===== src/frt_defines.vh =====
// Constants for the free-running timer with two input capture channels.
// Assumes a byte-wide register map reached over a 32-bit AXI4-Lite slave.
`ifndef FRT_DEFINES_VH
`define FRT_DEFINES_VH

// Byte addresses of the registers, one aligned word each.
`define FRT_OFF_CTRL_ONE 6'h00
`define FRT_OFF_CTRL_TWO 6'h04
`define FRT_OFF_STATUS 6'h08
`define FRT_OFF_CAP1_HIGH 6'h0C
`define FRT_OFF_CAP1_LOW 6'h10
`define FRT_OFF_CAP2_HIGH 6'h14
`define FRT_OFF_CAP2_LOW 6'h18
`define FRT_OFF_COUNT_HIGH 6'h1C
`define FRT_OFF_COUNT_LOW 6'h20
`define FRT_OFF_SHADOW_HIGH 6'h24
`define FRT_OFF_SHADOW_LOW 6'h28

// Control one fields.
`define FRT_C1_CAP_IRQ_EN 7
`define FRT_C1_OVF_IRQ_EN 5
`define FRT_C1_CAP_EDGE 1
`define FRT_C1_MASK 8'hA2

// Control two fields.
`define FRT_C2_PWM_MODE 7
`define FRT_C2_ONE_PULSE 4
`define FRT_C2_CLK_SEL_HI 3
`define FRT_C2_CLK_SEL_LO 2
`define FRT_C2_CAP_EDGE 1
`define FRT_C2_EXT_EDGE 0
`define FRT_C2_MASK 8'h9F

// Status fields.
`define FRT_ST_CAP1_FLAG 7
`define FRT_ST_CAP2_FLAG 6
`define FRT_ST_OVF_FLAG 5

// Clock select codes and prescaler masks.
`define FRT_CS_DIV4 2'h0
`define FRT_CS_DIV2 2'h1
`define FRT_CS_DIV8 2'h2
`define FRT_CS_EXT 2'h3
`define FRT_PRE_MASK_DIV2 3'h1
`define FRT_PRE_MASK_DIV4 3'h3
`define FRT_PRE_MASK_DIV8 3'h7

// Reset and reload values.
`define FRT_COUNT_RELOAD 16'hFFFC
`define FRT_COUNT_TOP 16'hFFFF
`define FRT_CAP_RESET 16'h0000
`define FRT_CTRL_RESET 8'h00

// AXI responses.
`define FRT_RESP_OKAY 2'h0
`define FRT_RESP_SLVERR 2'h2

`endif


===== src/frt_timer_capture.v =====
// Free-running 16-bit timer with prescaler, external clock and two input capture channels.
// Assumes an AXI4-Lite master on i_ref_clk, asynchronous pins, and the CPU interrupt mask as a level input.
//
// The AXI4-Lite register port and the register addresses were left to the implementer.
`timescale 1ns/100ps
`include "frt_defines.vh"

module frt_timer_capture #(
	parameter [2:0] BONDED = 3'h7
) (
	input wire i_ref_clk,
	input wire i_rst_n,
	input wire i_halt,
	input wire i_cpu_irq_mask,
	input wire i_ext_clock_pin,
	input wire i_capture_pin_one,
	input wire i_capture_pin_two,
	output wire o_timer_irq,
	input wire [7:0] i_s_axi_awaddr,
	input wire i_s_axi_awvalid,
	output wire o_s_axi_awready,
	input wire [31:0] i_s_axi_wdata,
	input wire [3:0] i_s_axi_wstrb,
	input wire i_s_axi_wvalid,
	output wire o_s_axi_wready,
	output wire [1:0] o_s_axi_bresp,
	output wire o_s_axi_bvalid,
	input wire i_s_axi_bready,
	input wire [7:0] i_s_axi_araddr,
	input wire i_s_axi_arvalid,
	output wire o_s_axi_arready,
	output wire [31:0] o_s_axi_rdata,
	output wire [1:0] o_s_axi_rresp,
	output wire o_s_axi_rvalid,
	input wire i_s_axi_rready
);

	reg [7:0] ctrl_one_r;
	reg [7:0] ctrl_two_r;
	reg [15:0] count_r;
	reg [15:0] count_nxt;
	reg [2:0] pre_r;
	reg [7:0] low_buf_r;
	reg low_buf_valid_r;
	reg ovf_flag_r;
	reg ovf_armed_r;
	reg aw_got_r;
	reg w_got_r;
	reg [7:0] aw_addr_r;
	reg [7:0] w_data_r;
	reg w_lane0_r;
	reg bvalid_r;
	reg [1:0] bresp_r;
	reg rvalid_r;
	reg [1:0] rresp_r;
	reg [7:0] rdata_r;
	reg [7:0] rdata_nxt;
	reg rd_mapped;
	reg [2:0] pre_mask;

	wire [2:0] pin_raw;
	wire [2:0] pin_rise;
	wire [2:0] pin_fall;
	wire [1:0] cap_flag;
	// Capture values gathered from the per-channel generate loop.
	wire [31:0] cap_val_flat;

	// Register bus decode.
	wire wr_fire = aw_got_r & w_got_r & ~bvalid_r;
	wire wr_map = (aw_addr_r[7:6] == 2'h0);
	wire [5:0] wa = aw_addr_r[5:0];
	wire wr_en = wr_fire & wr_map & w_lane0_r;
	wire rd_fire = i_s_axi_arvalid & ~rvalid_r;
	wire rd_map = (i_s_axi_araddr[7:6] == 2'h0);
	wire [5:0] ra = i_s_axi_araddr[5:0];
	wire rd_ok = rd_fire & rd_map;

	wire rd_status = rd_ok & (ra == `FRT_OFF_STATUS);
	wire rd_cnt_hi = rd_ok & ((ra == `FRT_OFF_COUNT_HIGH) | (ra == `FRT_OFF_SHADOW_HIGH));
	wire rd_cnt_lo = rd_ok & (ra == `FRT_OFF_COUNT_LOW);
	wire rd_sh_lo = rd_ok & (ra == `FRT_OFF_SHADOW_LOW);
	wire wr_cnt_lo = wr_en & (wa == `FRT_OFF_COUNT_LOW);
	wire wr_sh_lo = wr_en & (wa == `FRT_OFF_SHADOW_LOW);
	wire [1:0] rd_cap_hi;
	wire [1:0] acc_cap_lo;
	wire [1:0] rd_cap_lo;
	assign rd_cap_hi[0] = rd_ok & (ra == `FRT_OFF_CAP1_HIGH);
	assign rd_cap_hi[1] = rd_ok & (ra == `FRT_OFF_CAP2_HIGH);
	assign rd_cap_lo[0] = rd_ok & (ra == `FRT_OFF_CAP1_LOW);
	assign rd_cap_lo[1] = rd_ok & (ra == `FRT_OFF_CAP2_LOW);
	assign acc_cap_lo[0] = rd_cap_lo[0] | (wr_en & (wa == `FRT_OFF_CAP1_LOW));
	assign acc_cap_lo[1] = rd_cap_lo[1] | (wr_en & (wa == `FRT_OFF_CAP2_LOW));

	// Mode and clock fields.
	wire [1:0] clk_sel = ctrl_two_r[`FRT_C2_CLK_SEL_HI:`FRT_C2_CLK_SEL_LO];
	wire pulse_modes = ctrl_two_r[`FRT_C2_ONE_PULSE] | ctrl_two_r[`FRT_C2_PWM_MODE];
	wire [1:0] cap_edge_sel = {ctrl_two_r[`FRT_C2_CAP_EDGE], ctrl_one_r[`FRT_C1_CAP_EDGE]};

	// Unbonded pins read as one.
	assign pin_raw[0] = BONDED[0] ? i_capture_pin_one : 1'b1;
	assign pin_raw[1] = BONDED[1] ? i_capture_pin_two : 1'b1;
	assign pin_raw[2] = BONDED[2] ? i_ext_clock_pin : 1'b1;

	// Three-flop synchronisers; a change counts once the second and third stages agree.
	genvar k;
	generate
		for (k = 0; k < 3; k = k + 1) begin : g_sync
			reg s1_r;
			reg s2_r;
			reg s3_r;
			reg lvl_r;
			always @(posedge i_ref_clk) begin
				if (!i_rst_n) begin
					s1_r <= 1'b1;
					s2_r <= 1'b1;
					s3_r <= 1'b1;
					lvl_r <= 1'b1;
				end else begin
					s1_r <= pin_raw[k];
					s2_r <= s1_r;
					s3_r <= s2_r;
					if (s2_r == s3_r) begin
						lvl_r <= s3_r;
					end
				end
			end
			assign pin_rise[k] = (s2_r == s3_r) & s3_r & ~lvl_r;
			assign pin_fall[k] = (s2_r == s3_r) & ~s3_r & lvl_r;
		end
	endgenerate

	// Prescaler and counter clock enable.
	always @* begin
		case (clk_sel)
			`FRT_CS_DIV2: pre_mask = `FRT_PRE_MASK_DIV2;
			`FRT_CS_DIV4: pre_mask = `FRT_PRE_MASK_DIV4;
			`FRT_CS_DIV8: pre_mask = `FRT_PRE_MASK_DIV8;
			default: pre_mask = `FRT_PRE_MASK_DIV2;
		endcase
	end

	wire ext_edge = ctrl_two_r[`FRT_C2_EXT_EDGE] ? pin_rise[2] : pin_fall[2];
	wire pre_tick = ((pre_r & pre_mask) == pre_mask);
	wire cnt_tick = ~i_halt & ((clk_sel == `FRT_CS_EXT) ? ext_edge : pre_tick);
	wire cnt_reload = wr_cnt_lo | wr_sh_lo;
	wire ovf_set = cnt_tick & ~cnt_reload & (count_r == `FRT_COUNT_TOP);

	always @* begin
		count_nxt = count_r;
		if (cnt_reload) begin
			count_nxt = `FRT_COUNT_RELOAD;
		end else if (cnt_tick) begin
			count_nxt = count_r + 16'h0001;
		end
	end

	always @(posedge i_ref_clk) begin
		if (!i_rst_n) begin
			count_r <= `FRT_COUNT_RELOAD;
			pre_r <= 3'h0;
		end else begin
			count_r <= count_nxt;
			if (!i_halt) begin
				pre_r <= pre_r + 3'h1;
			end
		end
	end

	// Overflow flag with two-step clear; a set in the clearing cycle wins.
	always @(posedge i_ref_clk) begin
		if (!i_rst_n) begin
			ovf_flag_r <= 1'b0;
			ovf_armed_r <= 1'b0;
		end else begin
			if (ovf_set) begin
				ovf_flag_r <= 1'b1;
			end else if (ovf_armed_r & (rd_cnt_lo | wr_cnt_lo)) begin
				ovf_flag_r <= 1'b0;
			end
			if (rd_status & ovf_flag_r) begin
				ovf_armed_r <= 1'b1;
			end else if (rd_cnt_lo | wr_cnt_lo) begin
				ovf_armed_r <= 1'b0;
			end
		end
	end

	// Low-byte buffer shared by the counter and its shadow.
	always @(posedge i_ref_clk) begin
		if (!i_rst_n) begin
			low_buf_r <= 8'h00;
			low_buf_valid_r <= 1'b0;
		end else if (rd_cnt_hi & ~low_buf_valid_r) begin
			low_buf_r <= count_r[7:0];
			low_buf_valid_r <= 1'b1;
		end else if (rd_cnt_lo | rd_sh_lo) begin
			low_buf_valid_r <= 1'b0;
		end
	end

	// Capture channels.
	genvar j;
	generate
		for (j = 0; j < 2; j = j + 1) begin : g_cap
			reg [15:0] val_r;
			reg flag_r;
			reg armed_r;
			reg block_r;
			// A high-byte read freezes the channel until its low byte is read.
			wire edge_hit = cap_edge_sel[j] ? pin_rise[j] : pin_fall[j];
			wire enabled = (j == 1) | ~pulse_modes;
			wire cap_fire = edge_hit & enabled & ~block_r;
			always @(posedge i_ref_clk) begin
				if (!i_rst_n) begin
					val_r <= `FRT_CAP_RESET;
					flag_r <= 1'b0;
					armed_r <= 1'b0;
					block_r <= 1'b0;
				end else begin
					if (cap_fire) begin
						val_r <= count_r;
					end
					if (cap_fire) begin
						flag_r <= 1'b1;
					end else if (armed_r & acc_cap_lo[j]) begin
						flag_r <= 1'b0;
					end
					if (rd_status & flag_r) begin
						armed_r <= 1'b1;
					end else if (acc_cap_lo[j]) begin
						armed_r <= 1'b0;
					end
					if (rd_cap_hi[j]) begin
						block_r <= 1'b1;
					end else if (rd_cap_lo[j]) begin
						block_r <= 1'b0;
					end
				end
			end
			assign cap_flag[j] = flag_r;
			assign cap_val_flat[16*j+15:16*j] = val_r;
		end
	endgenerate

	// Interrupt request, held pending while masked or disabled.
	wire cap_req = ctrl_one_r[`FRT_C1_CAP_IRQ_EN] & (cap_flag[0] | cap_flag[1]);
	wire ovf_req = ctrl_one_r[`FRT_C1_OVF_IRQ_EN] & ovf_flag_r;
	assign o_timer_irq = ~i_cpu_irq_mask & (cap_req | ovf_req);

	// Control registers.
	always @(posedge i_ref_clk) begin
		if (!i_rst_n) begin
			ctrl_one_r <= `FRT_CTRL_RESET;
			ctrl_two_r <= `FRT_CTRL_RESET;
		end else begin
			if (wr_en & (wa == `FRT_OFF_CTRL_ONE)) begin
				ctrl_one_r <= w_data_r & `FRT_C1_MASK;
			end
			if (wr_en & (wa == `FRT_OFF_CTRL_TWO)) begin
				ctrl_two_r <= w_data_r & `FRT_C2_MASK;
			end
		end
	end

	// Read data select.
	always @* begin
		rd_mapped = 1'b1;
		case (ra)
			`FRT_OFF_CTRL_ONE: rdata_nxt = ctrl_one_r;
			`FRT_OFF_CTRL_TWO: rdata_nxt = ctrl_two_r;
			`FRT_OFF_STATUS: rdata_nxt = {cap_flag[0], cap_flag[1], ovf_flag_r, 5'h00};
			`FRT_OFF_CAP1_HIGH: rdata_nxt = cap_val_flat[15:8];
			`FRT_OFF_CAP1_LOW: rdata_nxt = cap_val_flat[7:0];
			`FRT_OFF_CAP2_HIGH: rdata_nxt = cap_val_flat[31:24];
			`FRT_OFF_CAP2_LOW: rdata_nxt = cap_val_flat[23:16];
			`FRT_OFF_COUNT_HIGH: rdata_nxt = count_r[15:8];
			`FRT_OFF_SHADOW_HIGH: rdata_nxt = count_r[15:8];
			`FRT_OFF_COUNT_LOW: rdata_nxt = low_buf_valid_r ? low_buf_r : count_r[7:0];
			`FRT_OFF_SHADOW_LOW: rdata_nxt = low_buf_valid_r ? low_buf_r : count_r[7:0];
			default: begin
				rdata_nxt = 8'h00;
				rd_mapped = 1'b0;
			end
		endcase
		if (!rd_map) begin
			rd_mapped = 1'b0;
			rdata_nxt = 8'h00;
		end
	end

	// AXI4-Lite write channel.
	assign o_s_axi_awready = ~aw_got_r & ~bvalid_r;
	assign o_s_axi_wready = ~w_got_r & ~bvalid_r;
	assign o_s_axi_bvalid = bvalid_r;
	assign o_s_axi_bresp = bresp_r;

	always @(posedge i_ref_clk) begin
		if (!i_rst_n) begin
			aw_got_r <= 1'b0;
			w_got_r <= 1'b0;
			aw_addr_r <= 8'h00;
			w_data_r <= 8'h00;
			w_lane0_r <= 1'b0;
			bvalid_r <= 1'b0;
			bresp_r <= `FRT_RESP_OKAY;
		end else begin
			if (i_s_axi_awvalid & o_s_axi_awready) begin
				aw_got_r <= 1'b1;
				aw_addr_r <= i_s_axi_awaddr;
			end
			if (i_s_axi_wvalid & o_s_axi_wready) begin
				w_got_r <= 1'b1;
				w_data_r <= i_s_axi_wdata[7:0];
				w_lane0_r <= i_s_axi_wstrb[0];
			end
			if (wr_fire) begin
				aw_got_r <= 1'b0;
				w_got_r <= 1'b0;
				bvalid_r <= 1'b1;
				bresp_r <= wr_map && (wa <= `FRT_OFF_SHADOW_LOW) && (wa[1:0] == 2'h0) ?
					`FRT_RESP_OKAY : `FRT_RESP_SLVERR;
			end else if (bvalid_r & i_s_axi_bready) begin
				bvalid_r <= 1'b0;
			end
		end
	end

	// AXI4-Lite read channel.
	assign o_s_axi_arready = ~rvalid_r;
	assign o_s_axi_rvalid = rvalid_r;
	assign o_s_axi_rresp = rresp_r;
	assign o_s_axi_rdata = {24'h000000, rdata_r};

	always @(posedge i_ref_clk) begin
		if (!i_rst_n) begin
			rvalid_r <= 1'b0;
			rresp_r <= `FRT_RESP_OKAY;
			rdata_r <= 8'h00;
		end else if (rd_fire) begin
			rvalid_r <= 1'b1;
			rdata_r <= rdata_nxt;
			rresp_r <= rd_mapped ? `FRT_RESP_OKAY : `FRT_RESP_SLVERR;
		end else if (rvalid_r & i_s_axi_rready) begin
			rvalid_r <= 1'b0;
		end
	end

endmodule // frt_timer_capture


===== config.mk =====
export PLATFORM = sky130hd
export DESIGN_NAME = frt_timer_capture
export DESIGN_NICKNAME = d
export VERILOG_FILES = /design/src/frt_timer_capture.v
export VERILOG_INCLUDE_DIRS = /design/src /design/src/src
export SDC_FILE = /design/constraint.sdc
export NUM_CORES = 1
export LEC_CHECK = 0
export BUFFER_PORTS_ARGS = -buffer_cell sky130_fd_sc_hd__buf_2
export CORE_ASPECT_RATIO = 2
export CORE_UTILIZATION = 55
export CTS_CLUSTER_SIZE = 16
export DETAILED_ROUTE_END_ITERATION = 6
export GPL_TIMING_DRIVEN = 0
export PLACE_DENSITY = 0.83
export SLEW_MARGIN = 20
export SYNTH_ARGS = -nofsm -noshare
export SYNTH_HDL_FRONTEND = slang
export SYNTH_SLANG_ARGS = --single-unit

===== constraint.sdc =====
create_clock -name i_ref_clk -period 3.7 [get_ports i_ref_clk]
set_clock_uncertainty 0.05 [all_clocks]
set_input_delay 0.37 -clock i_ref_clk [delete_from_list [all_inputs] [get_ports i_ref_clk]]
set_output_delay 0.37 -clock i_ref_clk [all_outputs]
set_load 0.02 [all_outputs]

==> run metrics <==
outcome finished, final reports clean; Cells on Worst Hold Path 2; initial core utilization 0.564; number of global-route vias before repair 4,760; warnings from Yosys 0; Post-Route Utilization 0.667; share of layout cells above drive strength 1 0.187; unrepaired setup endpoints after global routing false; largest net degree at the start of global routing 17; post-synth top area share 0.422; pwr/cell area 456 nW/um2; Inst Count DP 820; Worst Path Class, Setup register to register; max incr delay on CP 0.68 ns; Critical Path End Type register; DRC Markers 0; Max clock buf depth 2; Reg clk slew, reported paths 0.05 ns; Layout Nets 776; Worst-Skew Late Latency 0.41 ns; path type of the worst min-delay path input port to register; gr usage total 0.298; DPL Wire Length 10,800 um; dpl ws 1.31 ns; CTS buffer count 17; CP Cell Sequence nor4b_4 > nand2_1 > a21oi_1 > o21ai_0 > a31oi_1; sequential element share of the synthesized area 0.422; Netlist Area Pre-Place 5650 um2; die area 10,700 um2; Cells after Synth 611; crit path launch type register; Worst-Margin Slew 0.947 ns; hold_buf cts 0; Worst path top cell family by delay compound AO/OA/AOI/OAI gates; CTS sink cnt 119; Placer Congestion 0.934; slack of the worst reg-to-reg path 1.38 ns; CTS tree built; number of post-CTS setup repair buffers 0; DRT iter0 DRCs 309; critical-path maximum fanout 10; Syn Area/Cell 9.24 um2; final period utilization 0.627; Worst Setup Slack, final 1.38 ns; critical path data arrival time 2.60 ns; # rows 52; Post-CTS Resized 0; biggest area consumer among synthesized cells dfxtp_1; EDFF count, synth 0; Finished Layout Cells 848; P_leak 2.56 nW; CP max stage cell a21oi_1; Core Area 10,000 um2; synth cell count leaders dfxtp_1, nand2_1, mux2i_1, nor2b_1, buf_4; post-route minimum period 2.32 ns; Max Clk Rate 0.431 GHz; wire per inst 17.6 um; Post-Route Setup TNS 0 ns; buffers plus inverters on the worst setup path 0; total grt overflow 0; Reg2Reg Capture Point rdata_r[4]; Hold Path End g_sync[0].s1_r; DR pass1 iterations 5; I/O Pins 106; WL final 15,000 um; Port Buffers 49; ys flop type dfxtp_1; WHS 0.0907 ns; Area growth syn-to-layout 18.3%; mean number of vias per cell 5.62; Post-synth ARST share 0; Die Span Y 145 um; Vias 4,766; critical path required time 3.98 ns; top post-synthesis cells by area dfxtp_1, mux2i_1, nand2_1; Slew Viols, Final 0; Synth cell types 68; Reg-to-Reg Start o_s_axi_rvalid; clock root buffer clkbuf_16; peak supply drop 0.493 mV; final setup fails 0; Reg2Reg Depth 5; Die Width 73.7 um; hold path start i_capture_pin_one; Slew HR 0.366; max_cap viols 0; flop and latch count out of synthesis 119; antenna violations before repair 0; Routed Antenna Nets 0; Final Hold Fails 0; CTS H-Tree Depth 4; global-route wire length before repair 23,300 um; diode count 0; count leader, synth dfxtp_1
[layer usage]
| layer | part of all wire | routed length (um) | track usage | up-vias |
|---|---|---|---|---|
| met3 | 0.049 | 727 | 0.0667 | 69 |
| li1 | - | - | - | 2276 |
| met1 | 0.34 | 5040 | 0.268 | 2224 |
| met2 | 0.54 | 8090 | 0.538 | 197 |
| met5 | 0 | 0 | 0 | - |
| met4 | 0.073 | 1100 | 0.237 | 0 |
[kinds of logic after synthesis]
logic type,Yosys count,share of synthesized area
AND/OR/NAND/NOR,211,0.208
multiplexers,53,0.0942
AO/OA/AOI/OAI,129,0.159
buffers and inverters,79,0.0809
other,1,0.000664
flip-flops,119,0.422
adder cells (fa/ha/maj),8,0.0177
XOR/XNOR,11,0.0171
[where the power goes]
group | total, mW | switching [mW] | internal, mW
combinational | 0.221 | 0.135 | 0.0869
sequential | 1.33 | 0.0229 | 1.31
clock | 1.49 | 0.539 | 0.954
[through the flow]
stage                     instance area (um2)  total power, mW
after floorplan                          5740             1.51
after global placement                   6160             1.57
after detailed placement                 6160             1.58
after CTS                                6680             3.05
after global routing                     6680             3.14
final                                    6680             3.05
[sequential cells by signal, indices dropped and copies added, names as in the netlist, 2 cells and up]
signal and count:
g_cap.flag_r 2, ctrl_one_r 3, ctrl_two_r 6, aw_addr_r 8, g_cap.val_r 32, g_sync.s2_r 3, g_sync.s1_r 3, low_buf_r 8
count_r 16, g_cap.block_r 2, pre_r 3, g_sync.s3_r 3, rdata_r 8, g_sync.lvl_r 3, g_cap.armed_r 2, w_data_r 7
[area by class of cell]
cell class	count	area [um2]
Fill cell	859	3340
Multi-Input combinational cell	438	2900
Sequential cell	119	2380
Clock buffer	23	478
Buffer	59	382
Timing Repair Buffer	49	245
Tap cell	135	169
Inverter	20	75.1
Clock inverter	5	50.0
[cells in the final DEF, fill, tap and decap left out, types with 6 or more instances in the layout]
cell | netlist | routed
a21boi_0 | 13 | 13
a21oi_1 | 24 | 24
a221oi_1 | 7 | 7
a22oi_1 | 8 | 8
a31oi_1 | 8 | 8
and2_1 | 11 | 11
buf_2 | 5 | 54
buf_4 | 31 | 31
clkbuf_1 | 19 | 22
clkbuf_16 | 0 | 17
clkbuf_8 | 3 | 6
conb_1 | 1 | 26
dfxtp_1 | 119 | 119
ha_1 | 8 | 8
inv_1 | 19 | 19
mux2i_1 | 52 | 52
nand2_1 | 70 | 70
nand2b_1 | 10 | 10
nand3_1 | 18 | 18
nand3b_1 | 9 | 9
nor2_1 | 25 | 25
nor2b_1 | 33 | 33
o211ai_1 | 8 | 8
o21ai_0 | 23 | 23
o21ai_1 | 8 | 8
or3_1 | 6 | 6
xor2_1 | 10 | 10
[worst max-delay path by stage]
stage	from	endpoint	slack, ns	cells past startpoint
floorplan	i_s_axi_araddr[4]	low_buf_r[6]	1.85	8
global placement	i_s_axi_araddr[7]	rdata_r[5]	1.39	6
detailed placement	i_s_axi_araddr[3]	rdata_r[7]	1.31	6
CTS	o_s_axi_rvalid	rdata_r[4]	1.45	5
global route	o_s_axi_rvalid	rdata_r[7]	1.26	5
finish	o_s_axi_rvalid	rdata_r[4]	1.38	5
No activity file was read; power rests on OpenSTA's default activity.
